===== config.mk =====
export PLATFORM = sky130hd
export DESIGN_NAME = pfc_core
export DESIGN_NICKNAME = d
export VERILOG_FILES = /design/src/core/pfc_pkg.sv /design/src/core/pfc_next_pc.sv /design/src/core/pfc_core.sv
export SDC_FILE = /design/constraint.sdc
export NUM_CORES = 1
export LEC_CHECK = 0
export ABC_AREA = 0
export BUFFER_PORTS_ARGS = -buffer_cell sky130_fd_sc_hd__buf_2
export CAP_MARGIN = 20
export CORE_MARGIN = 2
export CORE_UTILIZATION = 59
export CTS_CLUSTER_SIZE = 8
export DETAILED_ROUTE_END_ITERATION = 16
export PLACE_DENSITY = 0.83
export SETUP_SLACK_MARGIN = 0.15
export SLEW_MARGIN = 20
export SYNTH_ARGS = -nofsm -noshare
export SYNTH_HDL_FRONTEND = slang
export SYNTH_SLANG_ARGS = --single-unit

===== constraint.sdc =====
create_clock -name clk_sys -period 6.2 [get_ports clk_sys]
set_input_delay 1.24 -clock clk_sys [delete_from_list [all_inputs] [get_ports clk_sys]]
set_output_delay 1.24 -clock clk_sys [all_outputs]
set_load 0.005 [all_outputs]

===== src/core/pfc_pkg.sv =====
// Purpose: Shared constants and types for the program flow control block
// Assumes: Byte-wide data memory, 12-bit program space
// Notes: Widths are fixed; reset values are plain defaults

package pfc_pkg;

	// ----------------------------------------
	// Widths
	// ----------------------------------------
	localparam int PC_W = 12;
	localparam int DA_W = 8;
	localparam int DW = 8;

	// ----------------------------------------
	// Reset values and steps
	// ----------------------------------------
	localparam logic [PC_W-1:0] PC_RST = 12'h000;
	localparam logic [DA_W-1:0] SP_RST = 8'h00;
	localparam logic GIE_RST = 1'b0;
	localparam logic [DA_W-1:0] SP_STEP = 8'h02;
	localparam logic [DA_W-1:0] HI_BYTE_OFS = 8'h01;
	localparam logic [PC_W-1:0] PC_STEP = 12'h001;
	localparam int HI_LSB = 8;

	// ----------------------------------------
	// Operation codes
	// ----------------------------------------
	typedef enum logic [3:0] {
		PFC_OP_NOP = 4'h0,
		PFC_OP_CALL = 4'h1,
		PFC_OP_GOTO = 4'h2,
		PFC_OP_RET_IMM = 4'h3,
		PFC_OP_RET = 4'h4,
		PFC_OP_RETI = 4'h5,
		PFC_OP_PC_ADD = 4'h6,
		PFC_OP_INT_EN = 4'h7,
		PFC_OP_INT_DIS = 4'h8,
		PFC_OP_HALT = 4'h9
	} pfc_op_t;

	// ----------------------------------------
	// Sequencer states
	// ----------------------------------------
	typedef enum logic [2:0] {
		PFC_ST_IDLE = 3'b000,
		PFC_ST_PUSH_HI = 3'b001,
		PFC_ST_POP_LO = 3'b010,
		PFC_ST_POP_HI = 3'b011,
		PFC_ST_HALT = 3'b100
	} pfc_state_t;

	// ----------------------------------------
	// Carriers
	// ----------------------------------------
	typedef struct packed {
		logic valid;
		pfc_op_t op;
		logic [PC_W-1:0] target;
		logic [DW-1:0] imm;
	} pfc_req_t;

	typedef struct packed {
		logic we;
		logic re;
		logic [DA_W-1:0] addr;
		logic [DW-1:0] wdata;
	} pfc_mem_t;

endpackage


===== src/core/pfc_next_pc.sv =====
// Purpose: Next program counter for single-cycle flow operations
// Assumes: Accumulator is taken as unsigned
// Notes: Purely combinational; wraps within program space

`timescale 1ns/1ps
`default_nettype none

module pfc_next_pc
	import pfc_pkg::*;
(
	input wire pfc_op_t op,
	input wire logic [PC_W-1:0] pc,
	input wire logic [PC_W-1:0] target,
	input wire logic [DW-1:0] acc,
	output logic [PC_W-1:0] next_pc,
	output logic [PC_W-1:0] ret_addr
);

	wire [PC_W-1:0] pc_inc;
	wire [PC_W-1:0] pc_plus_acc;
	wire use_target;
	wire use_acc;

	assign pc_inc = pc + PC_STEP;
	// [RULE_06] Unsigned table offset
	assign pc_plus_acc = pc + {{(PC_W-DW){1'b0}}, acc};
	// [RULE_02] Full range target
	assign use_target = (op == PFC_OP_GOTO) || (op == PFC_OP_CALL);
	assign use_acc = (op == PFC_OP_PC_ADD);
	assign next_pc = use_target ? target : (use_acc ? pc_plus_acc : pc_inc);
	assign ret_addr = pc_inc;

endmodule

`default_nettype wire


===== src/core/pfc_core.sv =====
// Purpose: Program flow and system control execution for an 8-bit core
// Assumes: Byte memory read data arrives in the same cycle as the read strobe
// Notes: Requests are taken only while ready_q is high
//
// Notes on behaviour
// [RULE_01] Call stores next address at stack pointer, jumps, then stack pointer plus two.
// [RULE_02] Jump loads program counter with target anywhere in program space.
// [RULE_03] Return with immediate writes immediate to accumulator, then returns.
// [RULE_04] Return subtracts two from stack pointer, reloads program counter from there.
// [RULE_05] Interrupt return restores program counter and sets global interrupt enable.
// [RULE_06] Computed jump adds unsigned accumulator to current program counter.
// [RULE_07] Interrupt enable instruction sets the global interrupt enable.
// [RULE_08] Interrupt disable instruction clears the global interrupt enable.
// [RULE_09] Halt stops system clocks until wake-up or reset.
// [RULE_10] No flags altered; no-operation only advances program counter.
// [RULE_11] Each stack entry is two consecutive bytes, low byte first.

`timescale 1ns/1ps
`default_nettype none

module pfc_core
	import pfc_pkg::*;
(
	input wire logic clk_sys,
	input wire logic sys_rst,
	input wire pfc_req_t req,
	input wire logic [DW-1:0] acc_in,
	input wire logic [DW-1:0] mem_rdata,
	input wire logic wake,
	output logic ready_q,
	output logic done_q,
	output logic [PC_W-1:0] program_counter_q,
	output logic [DA_W-1:0] stack_pointer_q,
	output logic gie_q,
	output logic halt_q,
	output logic acc_we_q,
	output logic [DW-1:0] accumulator_register_q,
	output pfc_mem_t mem_q
);

	// ----------------------------------------
	// Decode
	// ----------------------------------------
	pfc_state_t state_q;
	pfc_state_t state_d;
	logic [DW-1:0] lo_byte_q;
	logic [PC_W-1:0] ret_addr_q;
	logic [PC_W-1:0] target_q;
	logic reti_q;
	logic [PC_W-1:0] next_pc;
	logic [PC_W-1:0] ret_addr;

	wire take;
	wire op_call;
	wire op_ret_any;
	wire op_ret_imm;
	wire op_reti;
	wire op_halt;
	wire op_simple;
	wire [DA_W-1:0] sp_up;
	wire [DA_W-1:0] sp_down;
	wire [DW-1:0] ret_hi_byte;
	wire [PC_W-1:0] popped_pc;

	assign take = req.valid && ready_q;
	assign op_call = take && (req.op == PFC_OP_CALL);
	assign op_ret_imm = take && (req.op == PFC_OP_RET_IMM);
	assign op_reti = take && (req.op == PFC_OP_RETI);
	assign op_ret_any = op_ret_imm || op_reti || (take && (req.op == PFC_OP_RET));
	assign op_halt = take && (req.op == PFC_OP_HALT);
	// Goto, computed jump, nop and interrupt enable ops finish in one cycle
	assign op_simple = take && !op_call && !op_ret_any && !op_halt;
	// [RULE_01] Stack grows by two
	assign sp_up = stack_pointer_q + SP_STEP;
	// [RULE_04] Stack shrinks by two first
	assign sp_down = stack_pointer_q - SP_STEP;
	// [RULE_11] High byte holds upper address bits
	assign ret_hi_byte = {{(2*DW-PC_W){1'b0}}, ret_addr_q[PC_W-1:HI_LSB]};
	assign popped_pc = {mem_rdata[PC_W-HI_LSB-1:0], lo_byte_q};

	pfc_next_pc u_next_pc
	(
		.op(req.op),
		.pc(program_counter_q),
		.target(req.target),
		.acc(acc_in),
		.next_pc(next_pc),
		.ret_addr(ret_addr)
	);

	// ----------------------------------------
	// Sequencer
	// ----------------------------------------
	always_comb
	begin
		state_d = state_q;
		case (state_q)
			PFC_ST_IDLE:
			begin
				if (op_call)
					state_d = PFC_ST_PUSH_HI;
				else if (op_ret_any)
					state_d = PFC_ST_POP_LO;
				else if (op_halt)
					state_d = PFC_ST_HALT;
				else
					state_d = PFC_ST_IDLE;
			end
			PFC_ST_PUSH_HI:
				state_d = PFC_ST_IDLE;
			PFC_ST_POP_LO:
				state_d = PFC_ST_POP_HI;
			PFC_ST_POP_HI:
				state_d = PFC_ST_IDLE;
			PFC_ST_HALT:
			begin
				// [RULE_09] Held until wake
				if (wake)
					state_d = PFC_ST_IDLE;
				else
					state_d = PFC_ST_HALT;
			end
			default:
				state_d = PFC_ST_IDLE;
		endcase
	end

	always_ff @(posedge clk_sys or posedge sys_rst)
	begin
		if (sys_rst)
		begin
			state_q <= PFC_ST_IDLE;
			ready_q <= 1'b0;
			halt_q <= 1'b0;
		end
		else
		begin
			state_q <= state_d;
			ready_q <= (state_d == PFC_ST_IDLE);
			// [RULE_09] Clock stop request
			halt_q <= (state_d == PFC_ST_HALT);
		end
	end

	// ----------------------------------------
	// Latched operands
	// ----------------------------------------
	always_ff @(posedge clk_sys or posedge sys_rst)
	begin
		if (sys_rst)
		begin
			ret_addr_q <= PC_RST;
			target_q <= PC_RST;
			reti_q <= 1'b0;
			lo_byte_q <= '0;
		end
		else
		begin
			if (take)
			begin
				ret_addr_q <= ret_addr;
				target_q <= req.target;
				reti_q <= op_reti;
			end
			if (state_q == PFC_ST_POP_LO)
				lo_byte_q <= mem_rdata;
		end
	end

	// ----------------------------------------
	// Program counter and stack pointer
	// ----------------------------------------
	always_ff @(posedge clk_sys or posedge sys_rst)
	begin
		if (sys_rst)
		begin
			program_counter_q <= PC_RST;
			stack_pointer_q <= SP_RST;
		end
		else
		begin
			// [RULE_10] Nop only advances
			if (op_simple || op_halt)
				program_counter_q <= next_pc;
			// [RULE_01] Jump after push
			else if (state_q == PFC_ST_PUSH_HI)
			begin
				program_counter_q <= target_q;
				stack_pointer_q <= sp_up;
			end
			// [RULE_04] Pop before restore
			else if (op_ret_any)
				stack_pointer_q <= sp_down;
			// [RULE_05] Restore from stack
			else if (state_q == PFC_ST_POP_HI)
				program_counter_q <= popped_pc;
		end
	end

	// ----------------------------------------
	// Data memory port
	// ----------------------------------------
	always_ff @(posedge clk_sys or posedge sys_rst)
	begin
		if (sys_rst)
			mem_q <= '0;
		else
		begin
			mem_q <= '0;
			// [RULE_11] Low byte at stack pointer
			if (op_call)
			begin
				mem_q.we <= 1'b1;
				mem_q.addr <= stack_pointer_q;
				mem_q.wdata <= ret_addr[DW-1:0];
			end
			else if (state_q == PFC_ST_PUSH_HI)
			begin
				mem_q.we <= 1'b1;
				mem_q.addr <= stack_pointer_q + HI_BYTE_OFS;
				mem_q.wdata <= ret_hi_byte;
			end
			// [RULE_04] Read at lowered pointer
			else if (op_ret_any)
			begin
				mem_q.re <= 1'b1;
				mem_q.addr <= sp_down;
			end
			else if (state_q == PFC_ST_POP_LO)
			begin
				mem_q.re <= 1'b1;
				mem_q.addr <= stack_pointer_q + HI_BYTE_OFS;
			end
		end
	end

	// ----------------------------------------
	// Accumulator, interrupt enable, completion
	// ----------------------------------------
	always_ff @(posedge clk_sys or posedge sys_rst)
	begin
		if (sys_rst)
		begin
			acc_we_q <= 1'b0;
			accumulator_register_q <= '0;
			gie_q <= GIE_RST;
			done_q <= 1'b0;
		end
		else
		begin
			// [RULE_03] Immediate before return
			acc_we_q <= op_ret_imm;
			if (op_ret_imm)
				accumulator_register_q <= req.imm;
			// [RULE_07] Enable
			if (take && (req.op == PFC_OP_INT_EN))
				gie_q <= 1'b1;
			// [RULE_08] Disable
			else if (take && (req.op == PFC_OP_INT_DIS))
				gie_q <= 1'b0;
			// [RULE_05] Enable on completion
			else if ((state_q == PFC_ST_POP_HI) && reti_q)
				gie_q <= 1'b1;
			// Halt counts as done when it is entered, not at wake
			done_q <= op_simple || op_halt || (state_q == PFC_ST_PUSH_HI)
				|| (state_q == PFC_ST_POP_HI);
		end
	end

endmodule

`default_nettype wire


==> out/metrics.cfg, run 1 <==
[global_route]
grt_pass1_wl_um = 18500
grt_use_total_pct = 28.6
grt_overflow = 0
grt_max_degree = 79
antenna_found_initial = 0
grt_pass1_vias = 3786

[yosys]
synth-edff-count = 0
yosysWarnings = 0
async_flop_share_pct = 100
synth_area_um2 = 4360
synthFlopType = dfrtp_1
synth-seq-area-share_pct = 44.7
synth-seq-cells = 78
synth_nets = 507
yosys-top-cells-area = dfrtp_1 45%, mux2_2 7.5%, nand2_1 5.2%
synth_area_per_cell_um2 = 9.67
synthCells = 451
yosys.area.top_type = dfrtp_1
synth_top_area_share_pct = 44.7
yosys.cell_types.count = 66

[flow_run]
drv_cap = 0

[timing]
setup-violations-final = 0
maxSlewHeadroom_pct = 33.8
post-route-min-period_ns = 3.20
finalHoldViolations = 0
slew_viol_final = 0
fmax_ghz = 0.313
clock_skew_ns = 0.0157
fin_tns_setup_ns = 0
rsz0062_at_grt = false
fin_hold_ws_ns = 0.496
period_share_pct = 51.6
worstMarginPinSlew_ns = 0.987

[floorplanning]
start_util_pct = 60.5
core_area_um2 = 7210
rows = 31
die_area_um2 = 8100
dieWidth_um = 90.0
io_pins = 95
die_height_um = 90.0

[setup_path]
crit_arrival_ns = 3.50
rrSetupSlack_ns = 3.58
cp_common_cell = nand2_1
r2r_start = ready_q
endpoint_kind = register
cp_slowest_cell = nor2_1
critPathKind = in -> reg
r2r_cells = 6
crit_path_start_kind = input pin
worstPathCellList = buf_2 -> nand2_1 -> buf_6 -> nor2_1 -> nand2_1 -> a2111oi_0 -> a311o_1
r2r-end = program_counter_q[9]
max_stage_delay_ns = 0.59
crit_required_ns = 6.51
path_max_fanout = 16

[clock_tree]
post_cts_resized = 0
clockBufferDepth = 2
cts_tree = built
cts_hold_buf = 0
cts_root_buf = clkbuf_8
cts_htree_levels = 3
cts.sinks = 78
clkLatencyLatePin_ns = 0.36
cts_setup_buffers = 0
cts_buffers = 9
cts.reportedPaths.clkPinSlew_ns = 0.09

[power_and_ir_drop]
powerDensity_nw_per_um2 = 463
vdd_drop_max_mv = 0.248
total_power_mw = 2.36
p_leak_nw = 2.31

[routing]
via_count = 3905
wl_per_cell_um = 17.6
first_iter_violations = 345
firstDrtPassIters = 5
routed_via_density = 6.12
antenna_left = 0
totalWireLength_um = 11200
drcViolationCount = 0

[min_path]
worstHoldStart = reti_q
min_to = reti_q
hp-class = reg -> reg
hold_depth = 2

[cells_and_area]
mostFrequentLayoutCells = 93 x buf_2, 78 x dfrtp_1, 60 x nand2_1
fin_area_um2 = 5090
final_util_pct = 70.6
final_common_cell = buf_2
drive_above_1_share_pct = 28.2
antenna_cells = 0
area_growth_pct = 16.8
n_fill_cell = 598
final_net_count = 591

[placement]
placed_cell_area_um2 = 4870
dp_hpwl_um = 8050
place.gp.congestion = 0.957
io_buffers = 93

[status]
outcome = finished clean

[per-layer routing]
metal	vias up	share of wire (%)	GRT usage (%)
li1	1820	-	-
met3	26	6.3	4.53
met4	0	2.1	10.9
met2	177	51	48.0
met1	1882	41	37.5
met5	-	0	0
[report_power, final]
part / internal, mW / total, mW / switching, mW
clock network: 0.228 / 0.425 / 0.197
registers: 0.704 / 0.904 / 0.199
logic: 0.465 / 1.03 / 0.566
total: 1.40 / 2.36 / 0.963
[through the flow]
step	instances	worst slack [ns]
final	638	3.00
after global routing	638	2.86
after CTS	637	2.87
after detailed placement	622	2.50
after floorplan	451	2.96
after global placement	622	2.54
[worst max-delay path: cells and delay by family]
kind | cells | cell delay (ns)
buf+inv | 2 | 0.43
simple gates | 3 | 1.26
compound gates | 2 | 0.55
[cell type report]
cell class / count / area [um^2] / area share [%]
clock buffers: 9 / 124 / 2.43
clock inverters: 6 / 93.8 / 1.84
inverters: 11 / 41.3 / 0.810
multi-input cells: 339 / 2270 / 44.5
flip-flops and latches: 78 / 1950 / 38.3
well taps: 99 / 124 / 2.43
repair buffers: 96 / 492 / 9.65
[sequential cells by signal, indices dropped and copies added, names as in the netlist, 3 cells and up]
signal / flops
accumulator_register_q: 8
lo_byte_q: 8
mem_q: 18
program_counter_q: 12
ret_addr_q: 4
stack_pointer_q: 7
state_q: 3
target_q: 12
[Yosys cell counts (3+ instances only)]
cell type	number
dfrtp_1	78
nand2_1	60
o21ai_0	36
mux2_2	29
nor2_1	25
nand3_1	21
a21oi_1	14
clkbuf_1	12
ha_1	11
inv_1	11
xnor2_1	11
a211oi_1	10
nor3_1	10
nand4_1	8
buf_2	7
a31oi_1	6
o211ai_1	6
xor2_1	6
and3_1	5
mux2i_1	5
o31ai_1	5
nand2b_1	4
nor2b_1	4
o21a_1	4
o311ai_0	4
or3_1	4
a211o_1	3
and2_1	3
o31a_1	3
[how the worst max path moves through the flow]
stage	start	endpoint	slack [ns]	cells after the start
floorplan	sys_rst	acc_we_q	2.96	1
global placement	req[24]	ready_q	2.54	6
detailed placement	req[24]	ready_q	2.50	6
CTS	req[24]	ready_q	2.87	6
global route	req[24]	program_counter_q[9]	2.86	7
finish	req[24]	program_counter_q[9]	3.00	7
[logic make-up (layout without fill, tap and decap cells)]
group           after synthesis  after routing  synth area share (%)
compound gates              114            114                  17.8
xor+xnor                     17             17                  3.41
fa+ha+maj                    12             12                  3.61
buf+inv                      34            122                  3.38
flops                        78             78                  44.7
mux                          34             34                  8.63
other cells                   1              1                0.0860
simple gates                161            161                  18.3
(Power assumes the default switching activity.)
==> run 2, diff against run 1 <==
--- a/config.mk
+++ b/config.mk
@@ -9,10 +9,10 @@
 export BUFFER_PORTS_ARGS = -buffer_cell sky130_fd_sc_hd__buf_2
 export CAP_MARGIN = 20
 export CORE_MARGIN = 2
-export CORE_UTILIZATION = 59
+export CORE_UTILIZATION = 55
 export CTS_CLUSTER_SIZE = 8
 export DETAILED_ROUTE_END_ITERATION = 16
-export PLACE_DENSITY = 0.83
+export PLACE_DENSITY = 0.78
 export SETUP_SLACK_MARGIN = 0.15
 export SLEW_MARGIN = 20
 export SYNTH_ARGS = -nofsm -noshare
==> constraint.sdc (replaced) <==
create_clock -name clk_sys -period 3.3 [get_ports clk_sys]
set_input_delay 0.66 -clock clk_sys [delete_from_list [all_inputs] [get_ports clk_sys]]
set_output_delay 0.66 -clock clk_sys [all_outputs]
set_load 0.005 [all_outputs]
==> out/metrics.cfg, run 2 (synthesis gave the netlist of run 1 again) <==
[clock_tree]
cts_htree_levels = 3
cts_root_buf = clkbuf_8
cts.sinks = 78
post_cts_resized = 0
cts_setup_buffers = 0
cts.reportedPaths.clkPinSlew_ns = 0.09
cts_tree = built
clockBufferDepth = 2
cts_hold_buf = 0
clkLatencyLatePin_ns = 0.35
cts_buffers = 9

[placement]
dp_hpwl_um = 8230
placed_cell_area_um2 = 4930
dp.cells = 632
place.gp.congestion = 0.985
io_buffers = 93

[setup_path]
crit_family = adder cells
crit_required_ns = 3.51
critPathKind = reg -> reg
worstPathCellList = ha_1 -> inv_1 -> fa_1 -> nor2b_1 -> o31a_1 -> o31a_1 -> a211oi_1 -> nor3_1 -> o21ai_0
crit_arrival_ns = 2.67
crit_path_start_kind = register
cp_slowest_cell = dfrtp_1
r2r_start = program_counter_q[0]
cp_common_cell = o31a_1
path_max_fanout = 8
r2r_cells = 9
rrSetupSlack_ns = 0.84
max_stage_delay_ns = 0.55
r2r-end = program_counter_q[6]
endpoint_kind = register
cp_num_buf_inv = 1

[routing]
routed_via_density = 5.93
totalWireLength_um = 11200
wl_per_cell_um = 17.3
first_iter_violations = 298
via_count = 3841
firstDrtPassIters = 5
drcViolationCount = 0
antenna_left = 0

[cells_and_area]
final_util_pct = 66.9
top_regs = mem_q (18), program_counter_q (12), target_q (12)
mostFrequentLayoutCells = 93 x buf_2, 78 x dfrtp_1, 60 x nand2_1
drive_above_1_share_pct = 29.1
fin_area_um2 = 5140
regMostFlops = mem_q
antenna_cells = 0
fin_cells = 648
largest_reg_flops = 18
final_net_count = 597
area_growth_pct = 17.8
final_common_cell = buf_2

[timing]
period_share_pct = 74.5
finalHoldViolations = 0
fin_tns_setup_ns = 0
clock_skew_ns = 0.0147
rsz0062_at_grt = false
fin_hold_ws_ns = 0.387
slew_viol_final = 0
fmax_ghz = 0.407
setup-violations-final = 0
post-route-min-period_ns = 2.46
worstMarginPinSlew_ns = 0.911
maxSlewHeadroom_pct = 39.1

[power_and_ir_drop]
p_leak_nw = 2.33
power.internal_mw = 2.57
p_seq_share_pct = 38.9
switchingPower_mw = 1.81
power.share.combinational_pct = 44.3
p_clk_share_pct = 16.9
switching_share_pct = 41.4
vdd_drop_max_mv = 0.398
powerDensity_nw_per_um2 = 853

[global_route]
grt_pass1_vias = 3780
antenna_found_initial = 0
grt_pass1_wl_um = 18500
grt_use_total_pct = 27.3
grt_max_degree = 79
grt_overflow = 0

[status]
outcome = finished clean

[floorplanning]
start_util_pct = 56.8
core_area_um2 = 7690
die_height_um = 93.1
die_area_um2 = 8660
rows = 32
io_pins = 95
dieWidth_um = 93.1

[flow_run]
drv_cap = 0

[min_path]
hp-class = in -> async

run 2: cell types whose count changed in the layout (fill, tap and decap cells not counted):
cell / previous run / this run
buf_4: 2 / 8
clkinvlp_4: 1 / 3
buf_6: 1 / 0
buf_12: 0 / 1
inv_6: 2 / 1
bufinv_16: 2 / 1
inv_8: 0 / 1
run 2: metal layers:
| metal | routed length, um | share of wire, % | GRT usage, % |
|---|---|---|---|
| met1 | 4770 | 43 | 34.9 |
| met2 | 5570 | 50 | 46.0 |
| met3 | 687 | 6.1 | 6.29 |
| met4 | 170 | 1.5 | 8.82 |
| met5 | 0 | 0 | 0 |
run 2: worst min-delay path, cell delays in order:
cell and delay, ns:
buf_2 0.10, inv_2 0.06, buf_12 0.35
run 2: final cells by class:
type,instances,area [um^2]
clock inverter,7,81.3
sequential,78,1950
fill,675,2550
inverter,11,41.3
multi-input combinational,339,2270
tap,102,128
timing repair buffer,102,546
clock buffer,9,124
run 2: worst max path at each step:
stage               slack (ns)               endpoint  cells past startpoint                 start
finish                    0.84   program_counter_q[6]                      9  program_counter_q[0]
floorplan                 0.64               acc_we_q                      1               sys_rst
detailed placement        0.63   program_counter_q[9]                      8             acc_in[1]
global placement          0.73   program_counter_q[8]                     10             acc_in[0]
global route              0.71  program_counter_q[10]                      9  program_counter_q[0]
CTS                       0.87   program_counter_q[9]                      7  program_counter_q[2]
run 2: power by group through the flow:
stage          logic [mW]  registers (mW)  clock network (mW)
6_report             1.94            1.71               0.740
3_5_place_dp         1.93            1.71                   0
4_1_cts              1.94            1.69               0.747
3_3_place_gp         1.89            1.70                   0
2_1_floorplan        1.32            1.63                   0
5_1_grt              2.17            1.75               0.793
run 2: through the flow:
| step | setup slack (ns) | power [mW] |
|---|---|---|
| 2_1_floorplan | 0.645 | 2.95 |
| 3_3_place_gp | 0.727 | 3.58 |
| 3_5_place_dp | 0.630 | 3.64 |
| 4_1_cts | 0.873 | 4.38 |
| 5_1_grt | 0.707 | 4.71 |
| 6_report | 0.843 | 4.39 |
